===== src/hdl/esiu_defines.vh =====
`ifndef ESIU_DEFINES_VH
`define ESIU_DEFINES_VH

// Register byte offsets
`define ESIU_REG_CTRL      8'h00
`define ESIU_REG_PTR0      8'h04
`define ESIU_REG_PTR1      8'h08
`define ESIU_REG_SSP       8'h0C
`define ESIU_REG_WORKING_REGISTER      8'h10
`define ESIU_REG_LATCH     8'h14
`define ESIU_REG_STATUS    8'h18

// Field positions
`define ESIU_CTRL_EXT_BIT  0
`define ESIU_LATCH_HI_LSB  0
`define ESIU_LATCH_UP_LSB  8

// Reset values
`define ESIU_RST_CTRL      1'h1
`define ESIU_RST_PTR       12'h000
`define ESIU_RST_BYTE      8'h00
`define ESIU_RST_UPPER     5'h00

// Opcode fields
`define ESIU_OP_MOVS       8'hEB
`define ESIU_OP_PUSH_LITERAL      8'hFA
`define ESIU_OP_PSUB       8'hE9
`define ESIU_OP_CALL_VIA_WORKING_REG      16'h0014
`define ESIU_NIB_WORD2     4'hF
`define ESIU_SEL_SSP       2'h3
`define ESIU_FILE_OP_LO    4'h1
`define ESIU_FILE_OP_HI    4'hB

// Access bank layout
`define ESIU_ACC_LIMIT     8'h5F
`define ESIU_ACC_HIGH_PAGE 4'hF
`define ESIU_ACC_LOW_PAGE  4'h0
`define ESIU_PC_STEP       21'h000002

// Indirect addressing register windows
`define ESIU_IND0_BASE     12'hFD0
`define ESIU_IND1_BASE     12'hFD8
`define ESIU_IND2_BASE     12'hFE0
`define ESIU_IND_SPAN      12'h005

`endif


===== src/hdl/esiu_core.v =====
// Function
// RQ1 - Call via working register pushes PC+2, then loads PC from working register and latches.
// RQ2 - That call replaces the low PC byte wholesale with the working register.
// RQ3 - Indexed-to-absolute move source is stack pointer plus 7-bit first-word offset.
// RQ4 - Indexed-to-absolute move destination is the 12-bit field of word two.
// RQ5 - Indexed-to-absolute move decodes as EBh with bit7 clear, word two top nibble Fh.
// RQ6 - Move addresses reach all of the 4096-byte data space.
// RQ7 - Software never targets PC low or return-top bytes with an indexed move.
// RQ8 - An indirect register as move source reads as 00h.
// RQ9 - Indexed-to-indexed move adds separate 7-bit offsets to stack pointer.
// RQ10 - Indexed-to-indexed move decodes as EBh with bit7 set, dest offset in word two.
// RQ11 - Indexed-to-indexed move with indirect destination does nothing.
// RQ12 - Literal push writes literal at stack pointer, then decrements pointer by one.
// RQ13 - Literal push decodes from top byte FAh and takes one cycle.
// RQ14 - Pointer subtract takes 6-bit literal from pointer 0, 1 or 2, no flags.
// RQ15 - Pointer subtract decodes from top byte E9h, select bits 7:6, literal 5:0.
// RQ16 - Select value 3 subtracts from stack pointer only, then returns.
// RQ17 - Subtract-and-return loads PC from return stack top.
// RQ18 - Subtract-and-return takes two cycles, second one idle during fetch redirect.
// RQ19 - Extension enable also enables indexed literal offset addressing.
// RQ20 - Extension off: access bit 0 selects access bank, 1 selects bank register.
// RQ21 - Extension on, access bit 0, operand up to 5Fh is stack pointer offset.
// RQ22 - Stack pointer zero maps indexed operands onto the original access addresses.
// RQ23 - Destination-select bit keeps its usual meaning in indexed mode.
// RQ24 - Extension stays off while the configuration enable bit is 0.
// RQ25 - A second instruction word with top nibble Fh reached directly does nothing; with the extension on, the core runs one with top byte FAh as a literal push.
`timescale 1ns/1ps
`include "esiu_defines.vh"

module esiu_core #(
	parameter AW  = 12,
	parameter PCW = 21
) (
	input  wire           CLK_I,
	input  wire           RST_B_I,
	input  wire           PSEL_I,
	input  wire           PENABLE_I,
	input  wire           PWRITE_I,
	input  wire [7:0]     PADDR_I,
	input  wire [31:0]    PWDATA_I,
	output reg  [31:0]    PRDATA_O,
	output reg            PREADY_O,
	output reg            PSLVERR_O,
	input  wire           EXT_CFG_I,
	input  wire           INSTR_VALID_I,
	input  wire [15:0]    INSTR_I,
	input  wire [PCW-1:0] PC_I,
	input  wire [3:0]     BANK_SELECT_I,
	input  wire [PCW-1:0] RETURN_TOP_I,
	input  wire [7:0]     DMEM_RDATA_I,
	output reg            BUSY_O,
	output reg  [AW-1:0]  DMEM_ADDR_O,
	output reg            DMEM_RD_O,
	output reg            DMEM_WR_O,
	output reg  [7:0]     DMEM_WDATA_O,
	output reg            RSTACK_PUSH_O,
	output reg  [PCW-1:0] RSTACK_DATA_O,
	output reg            RSTACK_POP_O,
	output reg            PC_LOAD_O,
	output reg  [PCW-1:0] PC_TARGET_O,
	output reg            OPER_VALID_O,
	output reg  [AW-1:0]  OPER_ADDR_O,
	output reg            OPER_DEST_REG_O
);

	localparam [2:0] S_IDLE  = 3'd0;
	localparam [2:0] S_WORD2 = 3'd1;
	localparam [2:0] S_READ  = 3'd2;
	localparam [2:0] S_WRITE = 3'd3;
	localparam [2:0] S_NOP   = 3'd4;

	reg  [2:0]    state_r;
	reg  [2:0]    cfg_sync_r;
	reg           cfg_ok_r;
	reg           ext_allow_r;
	reg  [AW-1:0] ptr0_r;
	reg  [AW-1:0] ptr1_r;
	reg  [AW-1:0] ssp_r;
	reg  [7:0]    working_register_r;
	reg  [7:0]    hi_latch_r;
	reg  [4:0]    up_latch_r;
	reg           move_indexed_to_indexed_r;
	reg  [AW-1:0] src_r;
	reg           src_ind_r;
	reg           dst_ind_r;
	reg  [AW-1:0] dst_r;
	reg  [31:0]   rdata_nxt;
	reg           addr_ok_nxt;

	wire          ext_en;
	wire          take;
	wire          apb_wr;
	wire [AW-1:0] idx_addr;
	wire          idx_ind;
	wire [7:0]    op_hi;
	wire [1:0]    psub_sel;
	wire [AW-1:0] psub_k;

	assign ext_en   = cfg_ok_r & ext_allow_r; // [RQ24] [RQ19]
	assign take     = INSTR_VALID_I & (state_r == S_IDLE | state_r == S_WORD2);
	assign apb_wr   = PSEL_I & PENABLE_I & PREADY_O & PWRITE_I;
	assign op_hi    = INSTR_I[15:8];
	assign psub_sel = INSTR_I[7:6];
	assign psub_k   = {{(AW-6){1'b0}}, INSTR_I[5:0]};

	esiu_addr_calc #(
		.AW(AW)
	) u_idx (
		.base_i     (ssp_r),
		.offset_i   (INSTR_I[6:0]),
		.addr_o     (idx_addr),
		.indirect_o (idx_ind)
	);

	function is_file_op;
		input [15:0] w;
		begin
			is_file_op = (w[15:12] >= `ESIU_FILE_OP_LO) && (w[15:12] <= `ESIU_FILE_OP_HI);
		end
	endfunction

	// Operand address of a standard byte or bit instruction
	function [AW-1:0] oper_addr;
		input [15:0]   w;
		input          ext;
		input [AW-1:0] idx;
		input [3:0]    bank;
		begin
			if (w[8]) begin
				oper_addr = {bank, w[7:0]}; // [RQ20]
			end else if (ext && w[7:0] <= `ESIU_ACC_LIMIT) begin
				oper_addr = idx; // [RQ21] [RQ22]
			end else if (w[7:0] <= `ESIU_ACC_LIMIT) begin
				oper_addr = {`ESIU_ACC_LOW_PAGE, w[7:0]}; // [RQ20]
			end else begin
				oper_addr = {`ESIU_ACC_HIGH_PAGE, w[7:0]};
			end
		end
	endfunction

	always @* begin
		rdata_nxt   = 32'h00000000;
		addr_ok_nxt = 1'b1;
		case (PADDR_I)
			`ESIU_REG_CTRL: begin
				rdata_nxt[`ESIU_CTRL_EXT_BIT] = ext_allow_r;
			end
			`ESIU_REG_PTR0: begin
				rdata_nxt[AW-1:0] = ptr0_r;
			end
			`ESIU_REG_PTR1: begin
				rdata_nxt[AW-1:0] = ptr1_r;
			end
			`ESIU_REG_SSP: begin
				rdata_nxt[AW-1:0] = ssp_r;
			end
			`ESIU_REG_WORKING_REGISTER: begin
				rdata_nxt[7:0] = working_register_r;
			end
			`ESIU_REG_LATCH: begin
				rdata_nxt[`ESIU_LATCH_HI_LSB +: 8] = hi_latch_r;
				rdata_nxt[`ESIU_LATCH_UP_LSB +: 5] = up_latch_r;
			end
			`ESIU_REG_STATUS: begin
				rdata_nxt[2:0] = state_r;
				rdata_nxt[4]   = ext_en;
				rdata_nxt[5]   = cfg_ok_r;
			end
			default: begin
				addr_ok_nxt = 1'b0;
			end
		endcase
	end

	// Configuration pin: three flops, accepted when last two agree
	always @(posedge CLK_I or negedge RST_B_I) begin
		if (!RST_B_I) begin
			cfg_sync_r <= 3'h0;
			cfg_ok_r   <= 1'b0;
		end else begin
			cfg_sync_r <= {cfg_sync_r[1:0], EXT_CFG_I};
			if (cfg_sync_r[1] == cfg_sync_r[2]) begin
				cfg_ok_r <= cfg_sync_r[2];
			end
		end
	end

	// APB slave, no wait states
	always @(posedge CLK_I or negedge RST_B_I) begin
		if (!RST_B_I) begin
			PREADY_O  <= 1'b0;
			PRDATA_O  <= 32'h00000000;
			PSLVERR_O <= 1'b0;
		end else begin
			PREADY_O  <= PSEL_I & ~PENABLE_I;
			if (PSEL_I & ~PENABLE_I) begin
				PRDATA_O  <= PWRITE_I ? 32'h00000000 : rdata_nxt;
				PSLVERR_O <= ~addr_ok_nxt;
			end else begin
				PSLVERR_O <= 1'b0;
			end
		end
	end

	always @(posedge CLK_I or negedge RST_B_I) begin
		if (!RST_B_I) begin
			state_r         <= S_IDLE;
			ext_allow_r     <= `ESIU_RST_CTRL;
			ptr0_r          <= `ESIU_RST_PTR;
			ptr1_r          <= `ESIU_RST_PTR;
			ssp_r           <= `ESIU_RST_PTR;
			working_register_r          <= `ESIU_RST_BYTE;
			hi_latch_r      <= `ESIU_RST_BYTE;
			up_latch_r      <= `ESIU_RST_UPPER;
			move_indexed_to_indexed_r         <= 1'b0;
			src_r           <= `ESIU_RST_PTR;
			src_ind_r       <= 1'b0;
			dst_ind_r       <= 1'b0;
			dst_r           <= `ESIU_RST_PTR;
			BUSY_O          <= 1'b0;
			DMEM_ADDR_O     <= `ESIU_RST_PTR;
			DMEM_RD_O       <= 1'b0;
			DMEM_WR_O       <= 1'b0;
			DMEM_WDATA_O    <= `ESIU_RST_BYTE;
			RSTACK_PUSH_O   <= 1'b0;
			RSTACK_DATA_O   <= {PCW{1'b0}};
			RSTACK_POP_O    <= 1'b0;
			PC_LOAD_O       <= 1'b0;
			PC_TARGET_O     <= {PCW{1'b0}};
			OPER_VALID_O    <= 1'b0;
			OPER_ADDR_O     <= `ESIU_RST_PTR;
			OPER_DEST_REG_O <= 1'b0;
		end else begin
			DMEM_RD_O     <= 1'b0;
			DMEM_WR_O     <= 1'b0;
			RSTACK_PUSH_O <= 1'b0;
			RSTACK_POP_O  <= 1'b0;
			PC_LOAD_O     <= 1'b0;
			OPER_VALID_O  <= 1'b0;
			BUSY_O        <= 1'b0;

			// Software writes; instruction updates below take priority
			if (apb_wr) begin
				case (PADDR_I)
					`ESIU_REG_CTRL: begin
						ext_allow_r <= PWDATA_I[`ESIU_CTRL_EXT_BIT];
					end
					`ESIU_REG_PTR0: begin
						ptr0_r <= PWDATA_I[AW-1:0];
					end
					`ESIU_REG_PTR1: begin
						ptr1_r <= PWDATA_I[AW-1:0];
					end
					`ESIU_REG_SSP: begin
						ssp_r <= PWDATA_I[AW-1:0];
					end
					`ESIU_REG_WORKING_REGISTER: begin
						working_register_r <= PWDATA_I[7:0];
					end
					`ESIU_REG_LATCH: begin
						hi_latch_r <= PWDATA_I[`ESIU_LATCH_HI_LSB +: 8];
						up_latch_r <= PWDATA_I[`ESIU_LATCH_UP_LSB +: 5];
					end
					default: begin
					end
				endcase
			end

			case (state_r)
				S_IDLE: begin
					if (take) begin
						if (ext_en && op_hi == `ESIU_OP_MOVS) begin
							move_indexed_to_indexed_r   <= INSTR_I[7]; // [RQ5] [RQ10]
							src_r     <= idx_addr; // [RQ3] [RQ9] [RQ6]
							src_ind_r <= idx_ind;
							state_r   <= S_WORD2;
						end else if (ext_en && op_hi == `ESIU_OP_PUSH_LITERAL) begin
							DMEM_ADDR_O  <= ssp_r; // [RQ12] [RQ13]
							DMEM_WDATA_O <= INSTR_I[7:0];
							DMEM_WR_O    <= 1'b1;
							ssp_r        <= ssp_r - {{(AW-1){1'b0}}, 1'b1};
						end else if (ext_en && INSTR_I[15:12] == `ESIU_NIB_WORD2) begin
							state_r <= S_IDLE; // [RQ25]
						end else if (ext_en && op_hi == `ESIU_OP_PSUB) begin
							case (psub_sel) // [RQ14] [RQ15]
								2'h0: begin
									ptr0_r <= ptr0_r - psub_k;
								end
								2'h1: begin
									ptr1_r <= ptr1_r - psub_k;
								end
								2'h2: begin
									ssp_r <= ssp_r - psub_k;
								end
								default: begin
									ssp_r        <= ssp_r - psub_k; // [RQ16]
									RSTACK_POP_O <= 1'b1;
									PC_LOAD_O    <= 1'b1;
									PC_TARGET_O  <= RETURN_TOP_I; // [RQ17]
									BUSY_O       <= 1'b1;
									state_r      <= S_NOP; // [RQ18]
								end
							endcase
						end else if (ext_en && INSTR_I == `ESIU_OP_CALL_VIA_WORKING_REG) begin
							RSTACK_PUSH_O <= 1'b1; // [RQ1]
							RSTACK_DATA_O <= PC_I + `ESIU_PC_STEP;
							PC_LOAD_O     <= 1'b1;
							PC_TARGET_O   <= {up_latch_r, hi_latch_r, working_register_r}; // [RQ2]
							BUSY_O        <= 1'b1;
							state_r       <= S_NOP;
						end else if (is_file_op(INSTR_I)) begin
							OPER_VALID_O    <= 1'b1;
							OPER_ADDR_O     <= oper_addr(INSTR_I, ext_en, idx_addr, BANK_SELECT_I);
							OPER_DEST_REG_O <= INSTR_I[9]; // [RQ23]
						end
					end
				end
				S_WORD2: begin
					if (INSTR_VALID_I) begin
						if (move_indexed_to_indexed_r) begin
							dst_r     <= idx_addr; // [RQ9]
							dst_ind_r <= idx_ind;
						end else begin
							dst_r     <= INSTR_I[AW-1:0]; // [RQ4] [RQ6]
							dst_ind_r <= 1'b0;
						end
						DMEM_ADDR_O <= src_r;
						DMEM_RD_O   <= ~src_ind_r;
						BUSY_O      <= 1'b1;
						state_r     <= S_READ;
					end
				end
				S_READ: begin
					BUSY_O  <= 1'b1;
					state_r <= S_WRITE;
				end
				S_WRITE: begin
					DMEM_ADDR_O  <= dst_r;
					DMEM_WDATA_O <= src_ind_r ? 8'h00 : DMEM_RDATA_I; // [RQ8]
					DMEM_WR_O    <= ~(move_indexed_to_indexed_r & dst_ind_r); // [RQ11]
					state_r      <= S_IDLE;
				end
				S_NOP: begin
					state_r <= S_IDLE;
				end
				default: begin
					state_r <= S_IDLE;
				end
			endcase
		end
	end

endmodule // esiu_core


===== src/hdl/esiu_addr_calc.v =====
`timescale 1ns/1ps
`include "esiu_defines.vh"

module esiu_addr_calc #(
	parameter AW = 12
) (
	input  wire [AW-1:0] base_i,
	input  wire [6:0]    offset_i,
	output wire [AW-1:0] addr_o,
	output wire          indirect_o
);

	function in_win;
		input [AW-1:0] a;
		input [AW-1:0] b;
		begin
			in_win = (a >= b) && (a < b + `ESIU_IND_SPAN);
		end
	endfunction

	// Wraps inside the data space so any location is reachable
	assign addr_o     = base_i + {{(AW-7){1'b0}}, offset_i};
	assign indirect_o = in_win(addr_o, `ESIU_IND0_BASE) | in_win(addr_o, `ESIU_IND1_BASE) |
		in_win(addr_o, `ESIU_IND2_BASE);

endmodule // esiu_addr_calc


===== config.mk =====
export PLATFORM = sky130hd
export DESIGN_NAME = esiu_core
export DESIGN_NICKNAME = d
export VERILOG_FILES = /design/src/hdl/esiu_core.v /design/src/hdl/esiu_addr_calc.v
export VERILOG_INCLUDE_DIRS = /design/src /design/src/hdl
export SDC_FILE = /design/constraint.sdc
export NUM_CORES = 1
export LEC_CHECK = 0
export BUFFER_PORTS_ARGS = -buffer_cell sky130_fd_sc_hd__buf_2
export CAP_MARGIN = 15
export CORE_ASPECT_RATIO = 1.4
export CORE_MARGIN = 2
export CORE_UTILIZATION = 45
export DETAILED_ROUTE_END_ITERATION = 8
export GPL_TIMING_DRIVEN = 0
export PLACE_DENSITY = 0.66
export SYNTH_ARGS = -nofsm -noshare
export SYNTH_HDL_FRONTEND = slang
export SYNTH_SLANG_ARGS = --single-unit

===== constraint.sdc =====
create_clock -name CLK_I -period 3.28 [get_ports CLK_I]
set_input_delay 0.984 -clock CLK_I [delete_from_list [all_inputs] [get_ports CLK_I]]
set_output_delay 0.984 -clock CLK_I [all_outputs]
set_load 0.05 [all_outputs]

==> flow_summary.yaml <==
timing:
  finalSetupTns_ns: 0
  setup_viol: 0
  clock.fmax_ghz: 0.306
  finalCriticalPeriod_ns: 3.27
  hold_violations: 0
  tightest_slew_ns: 0.953
  drv_slew: 0
  period_share: 0.997
  maxSlewHeadroom: 0.361
  rsz0062_at_grt: "true"
  skew_ns: 0.0133
logic_synthesis:
  yosys-top-cells-count: "dfrtp_1, nand2_1, o21ai_0"
  async_flop_share: 1.00
  syn_area_sq_um: 11000
  yosys_most_used_dff: "dfrtp_1"
  ys_top_cells_by_area: "dfrtp_1, mux2i_1, nand2_1, o21ai_0, mux2_2"
  yosysWarnings: 0
  synth_edf_count: 0
  synth.top_cell.area_share: 0.428
  synthDistinctLibCells: 80
  synth_most_common_cell: "dfrtp_1"
  avgSynthCellArea_sq_um: 9.30
  yosys.area.top_type: "dfrtp_1"
  yosys_register_bits: 189
  netlist_instances: 1182
  yosysSeqAreaShare: 0.431
worst_setup_path:
  cp-startpoint: "INSTR_I[1]"
  start_kind: "input pin"
  path_buf_inv: 2
  endpoint_kind: "flop"
  path_class: "input pin to flop"
  cp.required_ns: 3.66
  critPathTopFamily: "simple AND/OR/NAND/NOR gates"
  critPathSlowestCell: "or4_1"
  arrival_ns: 3.64
  r2r-start: "ext_allow_r"
  path_cells: "buf_4 -> inv_1 -> ha_1 -> nand2b_1 -> a211oi_2 -> nor4_1 -> or4_1 -> mux2i_1 -> nand4_1 -> o21ai_1"
  crit_path_max_fanout: 8
  crit_path_max_incr_delay_ns: 0.68
clock_tree:
  numCtsBuffers: 17
  htreeDepth: 4
  cts_hold_buf: 0
  root_buffer: "clkbuf_16"
  cts_buffer_depth: 2
  clk_pin_slew_ns: 0.07
  cts_tree: "done"
  clk_latency_ns: 0.46
  cts_sinks: 189
floorplanning:
  fp.dieW_um: 136
  die_area_sq_um: 25700
  io_pins: 233
  die_y_um: 189
  start_util: 0.458
  core_sq_um: 24000
  rows: 67
layout:
  antenna_cells: 0
  final_cell_count_no_fill: 1740
  multi_input_area_sq_um: 5870
  utilization: 0.547
  drive_above_1_share: 0.238
  area_delta_synth_final_pct: 19.4
  fill_cells: 2268
  regArea_sq_um: 4730
  final_net_count: 1565
placement:
  place_hpwl_mm: 26.8
  io_buffers: 191
  dp_cells: 1703
  place_congestion: 0.909
route:
  drc: 0
  drt-pass1-iter-count: 6
  wl_mm: 34.9
  avgRoutedWirePerCell_um: 20.0
  via_per_inst: 5.72
  final_antenna_net_count: 0
  vias: 9960
  drt-initial-drc-count: 602
min_path:
  hp-class: "flop to flop"
  worst_hold_startpoint: "cfg_sync_r[0]"
global_route:
  grt_pass1_wl_mm: 54.0
  overflow: 0
  antenna_found_initial: 0
  grt_usage: 0.275
  grt_pass1_vias: 9989
  grt_max_degree: 103
flow_run:
  maxCapViolations: 0
pwr:
  ir_drop_mv: 0.452
  leakagePower_uw: 0.00638
  p_per_area_nw_per_um2: 529
outcome:
  status: "completed"
## cell usage in the layout, fill, tap and decap left out, types with 11 or more instances in the layout
cell,n
buf_2,194
dfrtp_1,188
nand2_1,157
o21ai_0,110
nor2_1,88
a21oi_1,76
mux2i_1,61
clkbuf_1,48
mux2_2,43
inv_1,29
buf_4,27
ha_1,26
xor2_1,20
conb_1,19
xnor2_1,18
nand3_1,17
nand2b_1,17
clkbuf_16,17
nor2b_1,15
a22oi_1,14
nand4_1,12
nor3_1,12
nor4_1,11
a211oi_1,11
o22ai_1,11
## layer usage
metal	vias up	global-route usage	routed length, um
li1	4645	-	-
met3	111	0.0361	1720
met5	-	0	0
met4	0	0.141	1700
met1	4830	0.319	13400
met2	374	0.490	18100
## logic make-up after synthesis
logic type | after synthesis | synth area share
fa+ha+maj | 32 | 0.0389
flops | 189 | 0.431
xor+xnor | 40 | 0.0319
simple gates | 388 | 0.169
mux | 109 | 0.107
other cells | 1 | 0.000341
buf+inv | 113 | 0.0481
compound gates | 310 | 0.174
## worst reg2reg max path, delay by kind of cell, from the launching register on
| kind | cells | cell delay (ns) |
|---|---|---|
| mux | 1 | 0.38 |
| flops | 1 | 0.59 |
| simple gates | 4 | 1.51 |
| compound gates | 1 | 0.11 |
| buf+inv | 1 | 0.37 |
## sequential cells by signal, summed over array words and instances (netlist names), 3 cells and up
| signal | cells |
|---|---|
| src_r | 12 |
| cfg_sync_r | 3 |
| state_r | 3 |
| PRDATA_O | 13 |
| ssp_r | 12 |
| ptr1_r | 12 |
| DMEM_WDATA_O | 8 |
| RSTACK_DATA_O | 21 |
| dst_r | 12 |
| DMEM_ADDR_O | 12 |
| OPER_ADDR_O | 12 |
| up_latch_r | 5 |
| hi_latch_r | 8 |
| working_register_r | 8 |
| PC_TARGET_O | 21 |
| ptr0_r | 12 |
## where the power goes
group | internal, uW | switching [uW] | leakage [uW]
Sequential | 2610 | 146 | 0.00252
Combinational | 599 | 1560 | 0.00358
Clock | 996 | 1020 | 0.000277
## through the flow
| stage | instance area, sq um | power, uW | hold WS [ns] | setup WS, ns |
|---|---|---|---|---|
| floorplan | 11100 | 4280 | 0.331 | 0.0744 |
| finish | 13100 | 6940 | 0.350 | 0.0112 |
| global placement | 12400 | 4900 | 0.335 | -2.02 |
| detailed placement | 12500 | 4940 | 0.336 | -1.06 |
| CTS | 13100 | 6960 | 0.353 | 0.00122 |
| global route | 13100 | 7240 | 0.385 | -0.0652 |
## what timing repair did
| action | CTS | global route |
|---|---|---|
| gates resized for setup | 12 | 14 |
| pin swaps | 3 | 1 |
| buffers inserted | 3 | 2 |
| gates cloned | 0 | 0 |
| setup endpoints to repair | 30 | 28 |
## cell type report
cell class | instances | area share
buffer | 82 | 0.0318
clock buffer | 17 | 0.0324
clock inverter | 15 | 0.00954
inverter | 30 | 0.00858
multi-input combinational | 898 | 0.448
sequential | 189 | 0.361
tap | 310 | 0.0296
timing repair buffer | 199 | 0.0799
## path summary, 6_finish.rpt
check                                   to  slack, ns  cells past startpoint
max                              dst_ind_r       0.01                     10
min                          cfg_sync_r[1]       0.35                      0
max reg2reg                 DMEM_ADDR_O[5]       0.22                      7
min reg2reg                  cfg_sync_r[1]       0.35                      0
max in group asynchronous         src_r[1]       1.82                      2
min in group asynchronous  PC_TARGET_O[17]       0.51                      1
(Power assumes the default switching activity.)
